<file path="config.mk">
export PLATFORM = sky130hd
export DESIGN_NAME = speed_reference_conditioner
export DESIGN_NICKNAME = d
export VERILOG_FILES = /design/src/hdl/speed_ref_pkg.sv /design/src/hdl/serial_divider.sv /design/src/hdl/speed_reference_conditioner.sv
export SDC_FILE = /design/constraint.sdc
export NUM_CORES = 1
export LEC_CHECK = 0
export BUFFER_PORTS_ARGS = -buffer_cell sky130_fd_sc_hd__buf_2
export CAP_MARGIN = 20
export CORE_ASPECT_RATIO = 0.8
export CORE_MARGIN = 2
export CORE_UTILIZATION = 35
export DETAILED_ROUTE_END_ITERATION = 7
export HOLD_SLACK_MARGIN = 0.15
export PLACE_DENSITY_LB_ADDON = 0.12
export SLEW_MARGIN = 10
export SYNTH_ARGS = -nofsm -noshare
export SYNTH_HDL_FRONTEND = slang
export SYNTH_SLANG_ARGS = --single-unit
</file>
<file path="constraint.sdc">
create_clock -name clk -period 21.2 [get_ports clk]
set_input_delay 2.12 -clock clk [delete_from_list [all_inputs] [get_ports clk]]
set_output_delay 2.12 -clock clk [all_outputs]
set_load 0.05 [all_outputs]
</file>
<file path="src/hdl/speed_ref_pkg.sv">
package speed_ref_pkg;

    // ------------------------------------------------------------
    // register byte addresses
    // ------------------------------------------------------------
    localparam logic [7:0] ADDR_CTRL = 8'h00;
    localparam logic [7:0] ADDR_GAIN = 8'h04;
    localparam logic [7:0] ADDR_ACCEL = 8'h08;
    localparam logic [7:0] ADDR_DECEL = 8'h0c;
    localparam logic [7:0] ADDR_OFFSET = 8'h10;
    localparam logic [7:0] ADDR_STATUS = 8'h14;
    localparam logic [7:0] ADDR_IRQ_STAT = 8'h18;
    localparam logic [7:0] ADDR_IRQ_EN = 8'h1c;
    localparam logic [7:0] ADDR_IRQ_CLR = 8'h20;
    localparam logic [7:0] ADDR_SPEED = 8'h24;

    // ------------------------------------------------------------
    // control register fields
    // ------------------------------------------------------------
    localparam int CTRL_WRITE_PERMIT = 0;
    localparam int CTRL_AUTO_START = 1;
    localparam int CTRL_PARAM_INIT = 2;
    localparam int CTRL_HOST_POS_LOOP = 3;

    // status register fields
    localparam int STAT_BUSY = 0;
    localparam int STAT_SERVO_ON = 1;
    localparam int STAT_MAIN_POWER = 2;
    localparam int STAT_RAMPING = 3;

    // interrupt bits
    localparam int IRQ_W = 3;
    localparam int IRQ_AUTO_DONE = 0;
    localparam int IRQ_NOT_PERMITTED = 1;
    localparam int IRQ_MANUAL_DONE = 2;

    // ------------------------------------------------------------
    // settings: ranges and defaults
    // ------------------------------------------------------------
    localparam logic [11:0] GAIN_MIN = 12'h096;
    localparam logic [11:0] GAIN_MAX = 12'hbb8;
    localparam logic [11:0] GAIN_DEFAULT = 12'h258;
    localparam logic [13:0] RAMP_TIME_MAX = 14'h2710;
    localparam logic [13:0] RAMP_TIME_DEFAULT = 14'h0000;

    // gain counts 0.01 V, reference counts 1 mV
    localparam logic [3:0] MV_PER_GAIN_STEP = 4'ha;

    // ------------------------------------------------------------
    // timing
    // ------------------------------------------------------------
    localparam int CLK_PERIOD_NS = 4;
    localparam int RAMP_UNIT_NS = 1000000;
    localparam int CYCLES_PER_MS = RAMP_UNIT_NS / CLK_PERIOD_NS;

endpackage

</file>
<file path="src/hdl/serial_divider.sv">
module serial_divider #(
    parameter int NUM_W = 32,
    parameter int DEN_W = 16
) (
    // clock and reset
    input wire logic clk,
    input wire logic arst_n,
    // request
    input wire logic start,
    input wire logic [NUM_W-1:0] dividend,
    input wire logic [DEN_W-1:0] divisor,
    // answer
    output logic busy,
    output logic done,
    output logic [NUM_W-1:0] quotient
);

    typedef struct packed {
        logic busy;
        logic done;
        logic [7:0] count;
        logic [DEN_W:0] rem;
        logic [NUM_W-1:0] quo;
        logic [DEN_W-1:0] den;
    } div_state_t;

    div_state_t q;
    div_state_t d;

    // restoring division, one quotient bit per clock
    always_comb begin
        logic [DEN_W:0] trial;
        trial = '0;
        d = q;
        d.done = 1'b0;
        if (q.busy) begin
            trial = {q.rem[DEN_W-1:0], q.quo[NUM_W-1]};
            d.quo = {q.quo[NUM_W-2:0], 1'b0};
            if (trial >= {1'b0, q.den}) begin
                d.rem = trial - {1'b0, q.den};
                d.quo[0] = 1'b1;
            end else begin
                d.rem = trial;
            end
            d.count = q.count - 8'h01;
            if (q.count == 8'h01) begin
                d.busy = 1'b0;
                d.done = 1'b1;
            end
        end else if (start) begin
            d.busy = 1'b1;
            d.rem = '0;
            d.quo = dividend;
            d.den = divisor;
            d.count = 8'(NUM_W);
        end
    end

    always_ff @(posedge clk or negedge arst_n) begin
        if (!arst_n) begin
            q <= '0;
        end else begin
            q <= d;
        end
    end

    assign busy = q.busy;
    assign done = q.done;
    assign quotient = q.quo;

endmodule

</file>
<file path="src/hdl/speed_reference_conditioner.sv">
// Decided for this implementation: the APB slave port and the address map.
module speed_reference_conditioner #(
    parameter int REF_W = 16,
    parameter int SPEED_W = 16,
    parameter int RATED_SCALE = 4096,
    parameter int MAX_SPEED = 8192,
    parameter int AVG_LOG2 = 4,
    parameter int CYCLES_PER_MS = speed_ref_pkg::CYCLES_PER_MS
) (
    // clock and reset
    input wire logic clk,
    input wire logic arst_n,
    // apb slave
    input wire logic psel,
    input wire logic penable,
    input wire logic pwrite,
    input wire logic [7:0] paddr,
    input wire logic [31:0] pwdata,
    output logic [31:0] prdata,
    output logic pready,
    output logic pslverr,
    // sampled speed reference, mV against reference_signal_ground
    input wire logic signed [REF_W-1:0] refSample,
    input wire logic refValid,
    // pins from the host and the power stage
    input wire logic servoOnPin,
    input wire logic mainPowerPin,
    // non-volatile offset storage
    input wire logic nvLoad,
    input wire logic signed [REF_W-1:0] nvLoadData,
    output logic nvStore,
    output logic signed [REF_W-1:0] nvData,
    // speed command and interrupt
    output logic signed [SPEED_W-1:0] speedCmd,
    output logic irq
);

    // ------------------------------------------------------------
    // state
    // ------------------------------------------------------------
    typedef enum logic [1:0] {
        ST_IDLE = 2'b00,
        ST_DIVIDE = 2'b01,
        ST_AVERAGE = 2'b10
    } mode_t;

    typedef struct packed {
        mode_t mode;
        logic writePermit;
        logic hostPosLoop;
        logic [11:0] gain;
        logic [13:0] accelTime;
        logic [13:0] decelTime;
        logic signed [REF_W-1:0] offset;
        logic [speed_ref_pkg::IRQ_W-1:0] irqStat;
        logic [speed_ref_pkg::IRQ_W-1:0] irqEn;
        logic [31:0] rdata;
        logic [1:0] sync1;
        logic [1:0] sync2;
        logic [1:0] sync3;
        logic [1:0] pinLevel;
        logic [AVG_LOG2:0] avgCount;
        logic signed [REF_W+AVG_LOG2:0] avgSum;
        logic negative;
        logic signed [SPEED_W-1:0] target;
        logic signed [SPEED_W-1:0] speed;
        logic [31:0] rampAcc;
        logic nvStore;
        logic signed [REF_W-1:0] nvData;
    } cond_state_t;

    cond_state_t q;
    cond_state_t d;

    localparam logic signed [SPEED_W-1:0] SPEED_LIMIT = SPEED_W'(MAX_SPEED);
    localparam logic [AVG_LOG2:0] AVG_SAMPLES = (AVG_LOG2+1)'(1 << AVG_LOG2);

    // ------------------------------------------------------------
    // divider for voltage over gain
    // ------------------------------------------------------------
    logic divStart;
    logic divBusy;
    logic divDone;
    logic [31:0] divDividend;
    logic [15:0] divDivisor;
    logic [31:0] divQuotient;

    serial_divider #(
        .NUM_W(32),
        .DEN_W(16)
    ) u_div (
        .clk(clk),
        .arst_n(arst_n),
        .start(divStart),
        .dividend(divDividend),
        .divisor(divDivisor),
        .busy(divBusy),
        .done(divDone),
        .quotient(divQuotient)
    );

    // ------------------------------------------------------------
    // combinational helpers
    // ------------------------------------------------------------
    logic servoOn;
    logic mainPower;
    logic signed [REF_W:0] corrected;
    logic [REF_W:0] magnitude;
    logic apbWrite;
    logic apbSetup;
    logic mapped;

    assign servoOn = q.pinLevel[0];
    assign mainPower = q.pinLevel[1];

    assign corrected = (REF_W+1)'(refSample) - (REF_W+1)'(q.offset);
    assign magnitude = corrected[REF_W] ? (REF_W+1)'(-corrected) : (REF_W+1)'(corrected);

    assign divDividend = 32'(magnitude) * 32'(RATED_SCALE);
    assign divDivisor = 16'(q.gain) * 16'(speed_ref_pkg::MV_PER_GAIN_STEP);
    assign divStart = (q.mode == ST_IDLE) && refValid && !divBusy;

    assign apbWrite = psel && penable && pwrite;
    assign apbSetup = psel && !penable;
    assign mapped = (paddr <= speed_ref_pkg::ADDR_SPEED) && (paddr[1:0] == 2'b00);

    // ------------------------------------------------------------
    // next state
    // ------------------------------------------------------------
    always_comb begin
        logic [speed_ref_pkg::IRQ_W-1:0] events;
        logic [31:0] threshold;
        logic [31:0] accNext;
        logic [13:0] rampTime;
        logic away;
        logic signed [SPEED_W-1:0] scaled;
        events = '0;
        threshold = '0;
        accNext = '0;
        rampTime = '0;
        away = 1'b0;
        scaled = '0;
        d = q;
        d.nvStore = 1'b0;

        // pins: three stages, accept once stage two and three agree
        d.sync1 = {mainPowerPin, servoOnPin};
        d.sync2 = q.sync1;
        d.sync3 = q.sync2;
        for (int i = 0; i < 2; i++) begin
            if (q.sync2[i] == q.sync3[i]) begin
                d.pinLevel[i] = q.sync3[i];
            end
        end

        // restore offset from storage after power up
        if (nvLoad) begin
            d.offset = nvLoadData;
        end

        // register writes
        if (apbWrite) begin
            case (paddr)
                speed_ref_pkg::ADDR_CTRL: begin
                    d.writePermit = pwdata[speed_ref_pkg::CTRL_WRITE_PERMIT];
                    d.hostPosLoop = pwdata[speed_ref_pkg::CTRL_HOST_POS_LOOP];
                    if (pwdata[speed_ref_pkg::CTRL_PARAM_INIT]) begin
                        if (q.writePermit) begin
                            d.gain = speed_ref_pkg::GAIN_DEFAULT;
                            d.accelTime = speed_ref_pkg::RAMP_TIME_DEFAULT;
                            d.decelTime = speed_ref_pkg::RAMP_TIME_DEFAULT;
                        end else begin
                            events[speed_ref_pkg::IRQ_NOT_PERMITTED] = 1'b1;
                        end
                    end
                    if (pwdata[speed_ref_pkg::CTRL_AUTO_START]) begin
                        if (q.writePermit && !servoOn && !q.hostPosLoop
                                && q.mode == ST_IDLE && !divBusy) begin
                            d.mode = ST_AVERAGE;
                            d.avgCount = '0;
                            d.avgSum = '0;
                        end else begin
                            events[speed_ref_pkg::IRQ_NOT_PERMITTED] = 1'b1;
                        end
                    end
                end
                speed_ref_pkg::ADDR_GAIN: begin
                    if (pwdata[11:0] >= speed_ref_pkg::GAIN_MIN
                            && pwdata[11:0] <= speed_ref_pkg::GAIN_MAX
                            && pwdata[31:12] == '0) begin
                        d.gain = pwdata[11:0];
                    end
                end
                speed_ref_pkg::ADDR_ACCEL: begin
                    if (pwdata[13:0] <= speed_ref_pkg::RAMP_TIME_MAX && pwdata[31:14] == '0) begin
                        d.accelTime = pwdata[13:0];
                    end
                end
                speed_ref_pkg::ADDR_DECEL: begin
                    if (pwdata[13:0] <= speed_ref_pkg::RAMP_TIME_MAX && pwdata[31:14] == '0) begin
                        d.decelTime = pwdata[13:0];
                    end
                end
                speed_ref_pkg::ADDR_OFFSET: begin
                    if (q.writePermit && mainPower && q.mode != ST_AVERAGE) begin
                        d.offset = pwdata[REF_W-1:0];
                        d.nvStore = 1'b1;
                        d.nvData = pwdata[REF_W-1:0];
                        events[speed_ref_pkg::IRQ_MANUAL_DONE] = 1'b1;
                    end else begin
                        events[speed_ref_pkg::IRQ_NOT_PERMITTED] = 1'b1;
                    end
                end
                speed_ref_pkg::ADDR_IRQ_EN: begin
                    d.irqEn = pwdata[speed_ref_pkg::IRQ_W-1:0];
                end
                speed_ref_pkg::ADDR_IRQ_CLR: begin
                    d.irqStat = q.irqStat & ~pwdata[speed_ref_pkg::IRQ_W-1:0];
                end
                default: begin
                end
            endcase
        end

        // reference path
        case (q.mode)
            ST_IDLE: begin
                if (divStart) begin
                    d.mode = ST_DIVIDE;
                    d.negative = corrected[REF_W];
                end
            end
            ST_DIVIDE: begin
                if (divDone) begin
                    d.mode = ST_IDLE;
                    if (divQuotient > 32'(MAX_SPEED)) begin
                        scaled = SPEED_LIMIT;
                    end else begin
                        scaled = SPEED_W'(divQuotient);
                    end
                    d.target = q.negative ? -scaled : scaled;
                end
            end
            ST_AVERAGE: begin
                // relies on 0 V at input during averaging
                // average raw samples as the offset
                if (refValid) begin
                    d.avgSum = q.avgSum + (REF_W+AVG_LOG2+1)'(refSample);
                    d.avgCount = q.avgCount + (AVG_LOG2+1)'(1);
                end
                if (q.avgCount == AVG_SAMPLES) begin
                    d.mode = ST_IDLE;
                    d.offset = REF_W'(q.avgSum >>> AVG_LOG2);
                    d.nvStore = 1'b1;
                    d.nvData = REF_W'(q.avgSum >>> AVG_LOG2);
                    events[speed_ref_pkg::IRQ_AUTO_DONE] = 1'b1;
                end
            end
            default: begin
                d.mode = ST_IDLE;
            end
        endcase

        // soft start: moving away from zero accelerates, toward zero decelerates
        if (q.target > q.speed) begin
            away = q.speed >= 0;
        end else begin
            away = q.speed <= 0;
        end
        rampTime = away ? q.accelTime : q.decelTime;
        // threshold per unit step gives constant slope
        threshold = 32'(rampTime) * 32'(CYCLES_PER_MS);
        accNext = q.rampAcc + 32'(MAX_SPEED);
        if (q.target == q.speed) begin
            d.rampAcc = '0;
        end else if (rampTime == '0) begin
            // zero time jumps straight to target
            d.speed = q.target;
            d.rampAcc = '0;
        end else if (accNext >= threshold) begin
            d.rampAcc = accNext - threshold;
            d.speed = (q.target > q.speed) ? q.speed + SPEED_W'(1) : q.speed - SPEED_W'(1);
        end else begin
            d.rampAcc = accNext;
        end

        // sticky events, set wins over clear
        d.irqStat = d.irqStat | events;

        // read data captured in the setup phase
        if (apbSetup) begin
            case (paddr)
                speed_ref_pkg::ADDR_CTRL: begin
                    d.rdata = '0;
                    d.rdata[speed_ref_pkg::CTRL_WRITE_PERMIT] = q.writePermit;
                    d.rdata[speed_ref_pkg::CTRL_HOST_POS_LOOP] = q.hostPosLoop;
                end
                speed_ref_pkg::ADDR_GAIN: d.rdata = 32'(q.gain);
                speed_ref_pkg::ADDR_ACCEL: d.rdata = 32'(q.accelTime);
                speed_ref_pkg::ADDR_DECEL: d.rdata = 32'(q.decelTime);
                speed_ref_pkg::ADDR_OFFSET: d.rdata = 32'(signed'(q.offset));
                speed_ref_pkg::ADDR_STATUS: begin
                    d.rdata = '0;
                    d.rdata[speed_ref_pkg::STAT_BUSY] = q.mode == ST_AVERAGE;
                    d.rdata[speed_ref_pkg::STAT_SERVO_ON] = servoOn;
                    d.rdata[speed_ref_pkg::STAT_MAIN_POWER] = mainPower;
                    d.rdata[speed_ref_pkg::STAT_RAMPING] = q.speed != q.target;
                end
                speed_ref_pkg::ADDR_IRQ_STAT: d.rdata = 32'(q.irqStat);
                speed_ref_pkg::ADDR_IRQ_EN: d.rdata = 32'(q.irqEn);
                speed_ref_pkg::ADDR_SPEED: d.rdata = 32'(signed'(q.speed));
                default: d.rdata = '0;
            endcase
        end
    end

    // ------------------------------------------------------------
    // registers
    // ------------------------------------------------------------
    always_ff @(posedge clk or negedge arst_n) begin
        if (!arst_n) begin
            q <= '0;
            q.gain <= speed_ref_pkg::GAIN_DEFAULT;
            q.accelTime <= speed_ref_pkg::RAMP_TIME_DEFAULT;
            q.decelTime <= speed_ref_pkg::RAMP_TIME_DEFAULT;
        end else begin
            q <= d;
        end
    end

    // ------------------------------------------------------------
    // outputs
    // ------------------------------------------------------------
    // zero wait states keep the bus simple; read data is set up a cycle early
    assign pready = 1'b1;
    assign pslverr = psel && penable && !mapped;
    assign prdata = q.rdata;
    assign nvStore = q.nvStore;
    assign nvData = q.nvData;
    assign speedCmd = q.speed;
    assign irq = |(q.irqStat & q.irqEn);

endmodule

</file>
# Word-level counts from Yosys, hierarchy flattened
# Index checks and enable logic that the tools add are counted.
# word_totals
word_cells	188
output_inout_bits	68
input_bits	81
register_bits	287
# op_classes
mul	2
n_addsub	11
n_lt_le_gt_ge	10
eq_ne	23
bitwise	6
n_reduce_logical	42
mux	65
# op_table
operator	n
$pmux W32 S9	1
$mux W16	11
$mux W26	6
$mux W17	7
$mux W40	2
$mux W73	1
$mux W66	1
$mux W32	2
$mux W57	1
$pmux W14 S2	2
$mux W48	1
$add A32 B14 Y32 const B	1
$eq A8 B5 Y1 const B	4
$ge A32 B32 Y1	1
$gt A32 B14 Y1 const B	1
$sub A32 B32 Y32	1
$mul A14 B14 Y28 const B	1
$mux W14	2
$pmux W12 S2	1
$add A21 B16 Y21	1
$logic_not A20 Y1	1
$logic_not A18 Y1	1
$ge A17 B16 Y1	1
$neg A17 Y17	1
other kinds (46)	107

# Longest topological paths before layout
# logic_depth
word_depth	11
mapped_depth	44
mapped_depth_nobuf	42

# Modules after synthesis
# A second synthesis with hierarchy kept.
# hier_totals
cells_unflattened	2508
area_unflattened_um2	22130.0
# modules_own_cells
mod	area_per_inst_um2	seq_area_each_um2	instances	cells_per_inst
speed_reference_conditioner	17788.3	4834.6	1	2042
serial_divider	4341.7	1851.8	1	466

# Least setup slack after synthesis
# Ideal clock, no wire load.
# synth_path
path_type	flip-flop to flip-flop
startpoint	register q, in the netlist speedCmd[15]
endpoint	register q, in the netlist speedCmd[15]
setup_time_ns	0.111
arrival_ns	10.498
t_required_ns	21.089
n_path_buf	1
setup_slack_ns	10.590
stages_incl_launch_ff	42
cell_sequence	dfrtp_1 > inv_1 > ha_1 > nand4_1 > or4_1 > or2_1 > o311a_1 > nor2_1 > o21a_1 > clkbuf_1 > mux2i_1 > inv_1 > ha_1 > ha_1 > inv_1 > fa_1 > fa_1 > inv_1 > [... 6 more ...] > a21o_1 > a21oi_1 > a21bo_2 > a311oi_1 > or3_1 > o2111ai_1 > a31o_2 > a21oi_1 > xor2_1 > ha_1 > and3_1 > a221o_1 > a21oi_1 > a21boi_2 > o21a_4 > nor4_1 > mux2_2 > a2111oi_2
# synth_via
elab_chain_len	7
# synth_rtl
item	line_no	source
start: declaration	speed_reference_conditioner.sv:72	cond_state_t q;
$le A16 B1 Y1 (tied with other cells)	speed_reference_conditioner.sv:268	away = q.speed <= 0;
$mux W1	speed_reference_conditioner.sv:265	if (q.target > q.speed) begin
$mux W14	speed_reference_conditioner.sv:270	rampTime = away ? q.accelTime : q.decelTime;
$mul A14 B14 Y28	speed_reference_conditioner.sv:272	threshold = 32'(rampTime) * 32'(CYCLES_PER_MS);
$ge A32 B32 Y1	speed_reference_conditioner.sv:280	end else if (accNext >= threshold) begin
$reduce_bool A2 Y1 (no source line)	n/a	
$reduce_and A2 Y1 (no source line)	n/a	
# Several ways; a longest one is shown, not always the timed one. The select of a mux whose other input is x is not followed.
# A chain may end at the register's enable or synchronous reset.

# Worst setup path in the final report
# Same ends and word-level chain as after synthesis.

==> flow_summary.yaml <==
outcome:
  status: "completed"
logic_synthesis:
  yosys-top-cells-count: "dfrtp_1, ha_1, nand2_1, inv_1, nor2_1"
  synth_top_area_share_pct: 30.8
  ys_seq_area_share_pct: 31.3
  synth_ff_type: "dfrtp_1"
  syn_avg_cell_area_um2: 9.01
  synth_area_um2: 21300
  synth.distinct_cells: 85
  postSynthNetCount: 2736
  synth_most_common_cell: "dfrtp_1"
  synthCells: 2365
  synth_top_area_cell: "dfrtp_1"
  yosys-top-cells-area: "dfrtp_1, ha_1, fa_1"
  synth_edf_count: 0
  synthArstFlopShare_pct: 100
  yosysWarningCount: 0
  ys_ff_latch: 266
worst_setup_path:
  rr_worst_depth: 41
  arrival_ns: 12.04
  cpMaxStageDelayCell: "or4_1"
  crit_buf_inv: 6
  worst-path-stages: 41
  cp-start-kind: "register"
  critPathTopFamily: "compound AO/OA/AOI/OAI gates"
  r2r_end: "speedCmd[15]"
  critical-path-max-stage-delay_ns: 0.64
  endpoint: "speedCmd[15]"
  cp_max_fo: 16
  worst-r2r-setup-slack_ns: 9.59
  worstSetupEndpointType: "register"
  cp.required_ns: 21.64
  crit_start: "speedCmd[15]"
  worstSetupPathType: "register to register"
  rr_startpoint: "speedCmd[15]"
global_route:
  first_global_vias: 17600
  grt_pass1_wl_um: 105000
  antenna_found_initial: 7
  overflow: 0
  grt_max_degree: 71
  grt_usage_pct: 21.6
layout:
  fin_util_pct: 39.4
  fin_nets: 2800
  drive_gt1_share_pct: 11.1
  area_growth_pct: 11.0
  stdcell_count: 3232
  fillCellCount: 6045
route:
  vias: 17800
  detail_route.wirelength_um: 67500
  wl_met3_um: 4830
  met1_length_um: 33800
  highest_layer: "met5"
  wl_per_cell_um: 20.9
  dr_wl_met2_um: 27700
  dr.pass1.iters: 6
  ant_nets: 0
  first_iter_violations: 1616
  post-route-drc-count: 0
  vias_per_cell: 5.50
cts:
  ctsResizeCount: 0
  clkSlewWorstSetupHoldPaths_ns: 0.06
  clk_path_buf_depth: 3
  clock_sinks: 266
  cts_setup_buffers: 0
  htree_levels: 2
  cts_tree: "yes"
  cts_buffers: 34
  cts_hold_buf: 0
  clkLatencyLatePin_ns: 0.55
  root_buffer: "clkbuf_16"
power_and_ir_drop:
  peakVddDrop_uv: 40.4
  power.leakage_uw: 0.0120
  p_per_area_nw_per_um2: 52.9
timing:
  rsz0062_at_grt: "no"
  setup_viol: 0
  drv_slew: 0
  fmax_mhz: 86.2
  min_period_over_period_pct: 54.7
  slew_headroom_pct: 28.0
  fin_crit_ns: 11.61
  skew_ns: 0.0231
  setup_tns_ns: 0
  tightest_slew_ns: 1.05
  timing.final.hold_violations: 0
floorplan:
  die_h_um: 225
  dieArea_um2: 62900
  die_w_um: 280
  core_um2: 60000
  initial_core_util_pct: 35.5
  io_pins: 149
  rows: 80
placement:
  io_buffers: 147
  place.detailed.hpwl_um: 53000
  place.gp.congestion: 0.890
  post-place-cells: 3172
worst_hold_path:
  hp-start: "d[113]"
  worstHoldPathCells: 0
  min_path_type: "register to register"
flow_run:
  cap_viol_max_count: 0
## state kept, by name, indices dropped and copies added (netlist names)
name            flops
d                   4
mainPower           1
nvData             16
nvStore             1
prdata             16
q                 139
speedCmd           16
u_div.busy          1
u_div.done          1
u_div.q            39
u_div.quotient     32
## how the worst min path moves through the flow
stage | to
floorplan | d[110]
global placement | d[110]
detailed placement | d[111]
CTS | d[110]
global route | d[110]
finish | d[111]
## layout make-up
type	instances	area (µm²)	share of cell area, %
Sequential cell	266	6660	28.2
Tap cell	779	975	4.12
Inverter	201	754	3.19
Clock buffer	48	1010	4.29
Multi-Input combinational cell	1752	13100	55.4
Clock inverter	11	180	0.762
Antenna cell	1	2.50	0.0106
Timing Repair Buffer	174	950	4.02
## power breakdown
| group | switching [µW] | internal, µW |
|---|---|---|
| Clock | 240 | 384 |
| Combinational | 70.5 | 36.5 |
| Sequential | 8.66 | 512 |
## layer usage
layer,GRT usage (%),vias up
li1,-,8525
met1,32.6,8641
met2,31.2,539
met3,4.94,77
met4,4.31,10
met5,0,-
## metrics by stage
stage	hold WS, ns	worst slack, ns	total power, µW	cell area [µm²]
5_1_grt	0.378	8.92	1300	23600
4_1_cts	0.364	9.68	1270	23600
6_report	0.363	9.59	1250	23700
3_3_place_gp	0.335	10.12	637	22400
3_5_place_dp	0.343	9.73	637	22500
2_1_floorplan	0.331	10.59	585	21300
## logic make-up (layout without fill, tap and decap cells)
family | count (synthesis) | count (layout) | share of synthesized area, %
compound gates | 639 | 639 | 20.2
xor+xnor | 147 | 147 | 6.08
fa+ha+maj | 292 | 292 | 18.8
buf+inv | 347 | 434 | 7.33
flops | 266 | 266 | 31.3
mux | 55 | 55 | 2.70
other cells | 1 | 2 | 0.0176
simple gates | 618 | 618 | 13.6
## cell usage in the layout (no fill, tap or decap), types with 25 or more instances in the layout
cell type and count:
nand2_1 218, buf_4 25, a21oi_1 132, a22oi_1 42, xor2_1 55, clkbuf_16 35
fa_1 48, ha_1 242, nor3_1 41, nor2_1 142, mux2i_1 44, inv_1 201
dfrtp_1 262, nand3_1 62, a21o_1 56, buf_2 147, a22o_1 47, xnor2_1 91
o21ai_0 138
Power figures use the tool's default switching activity.
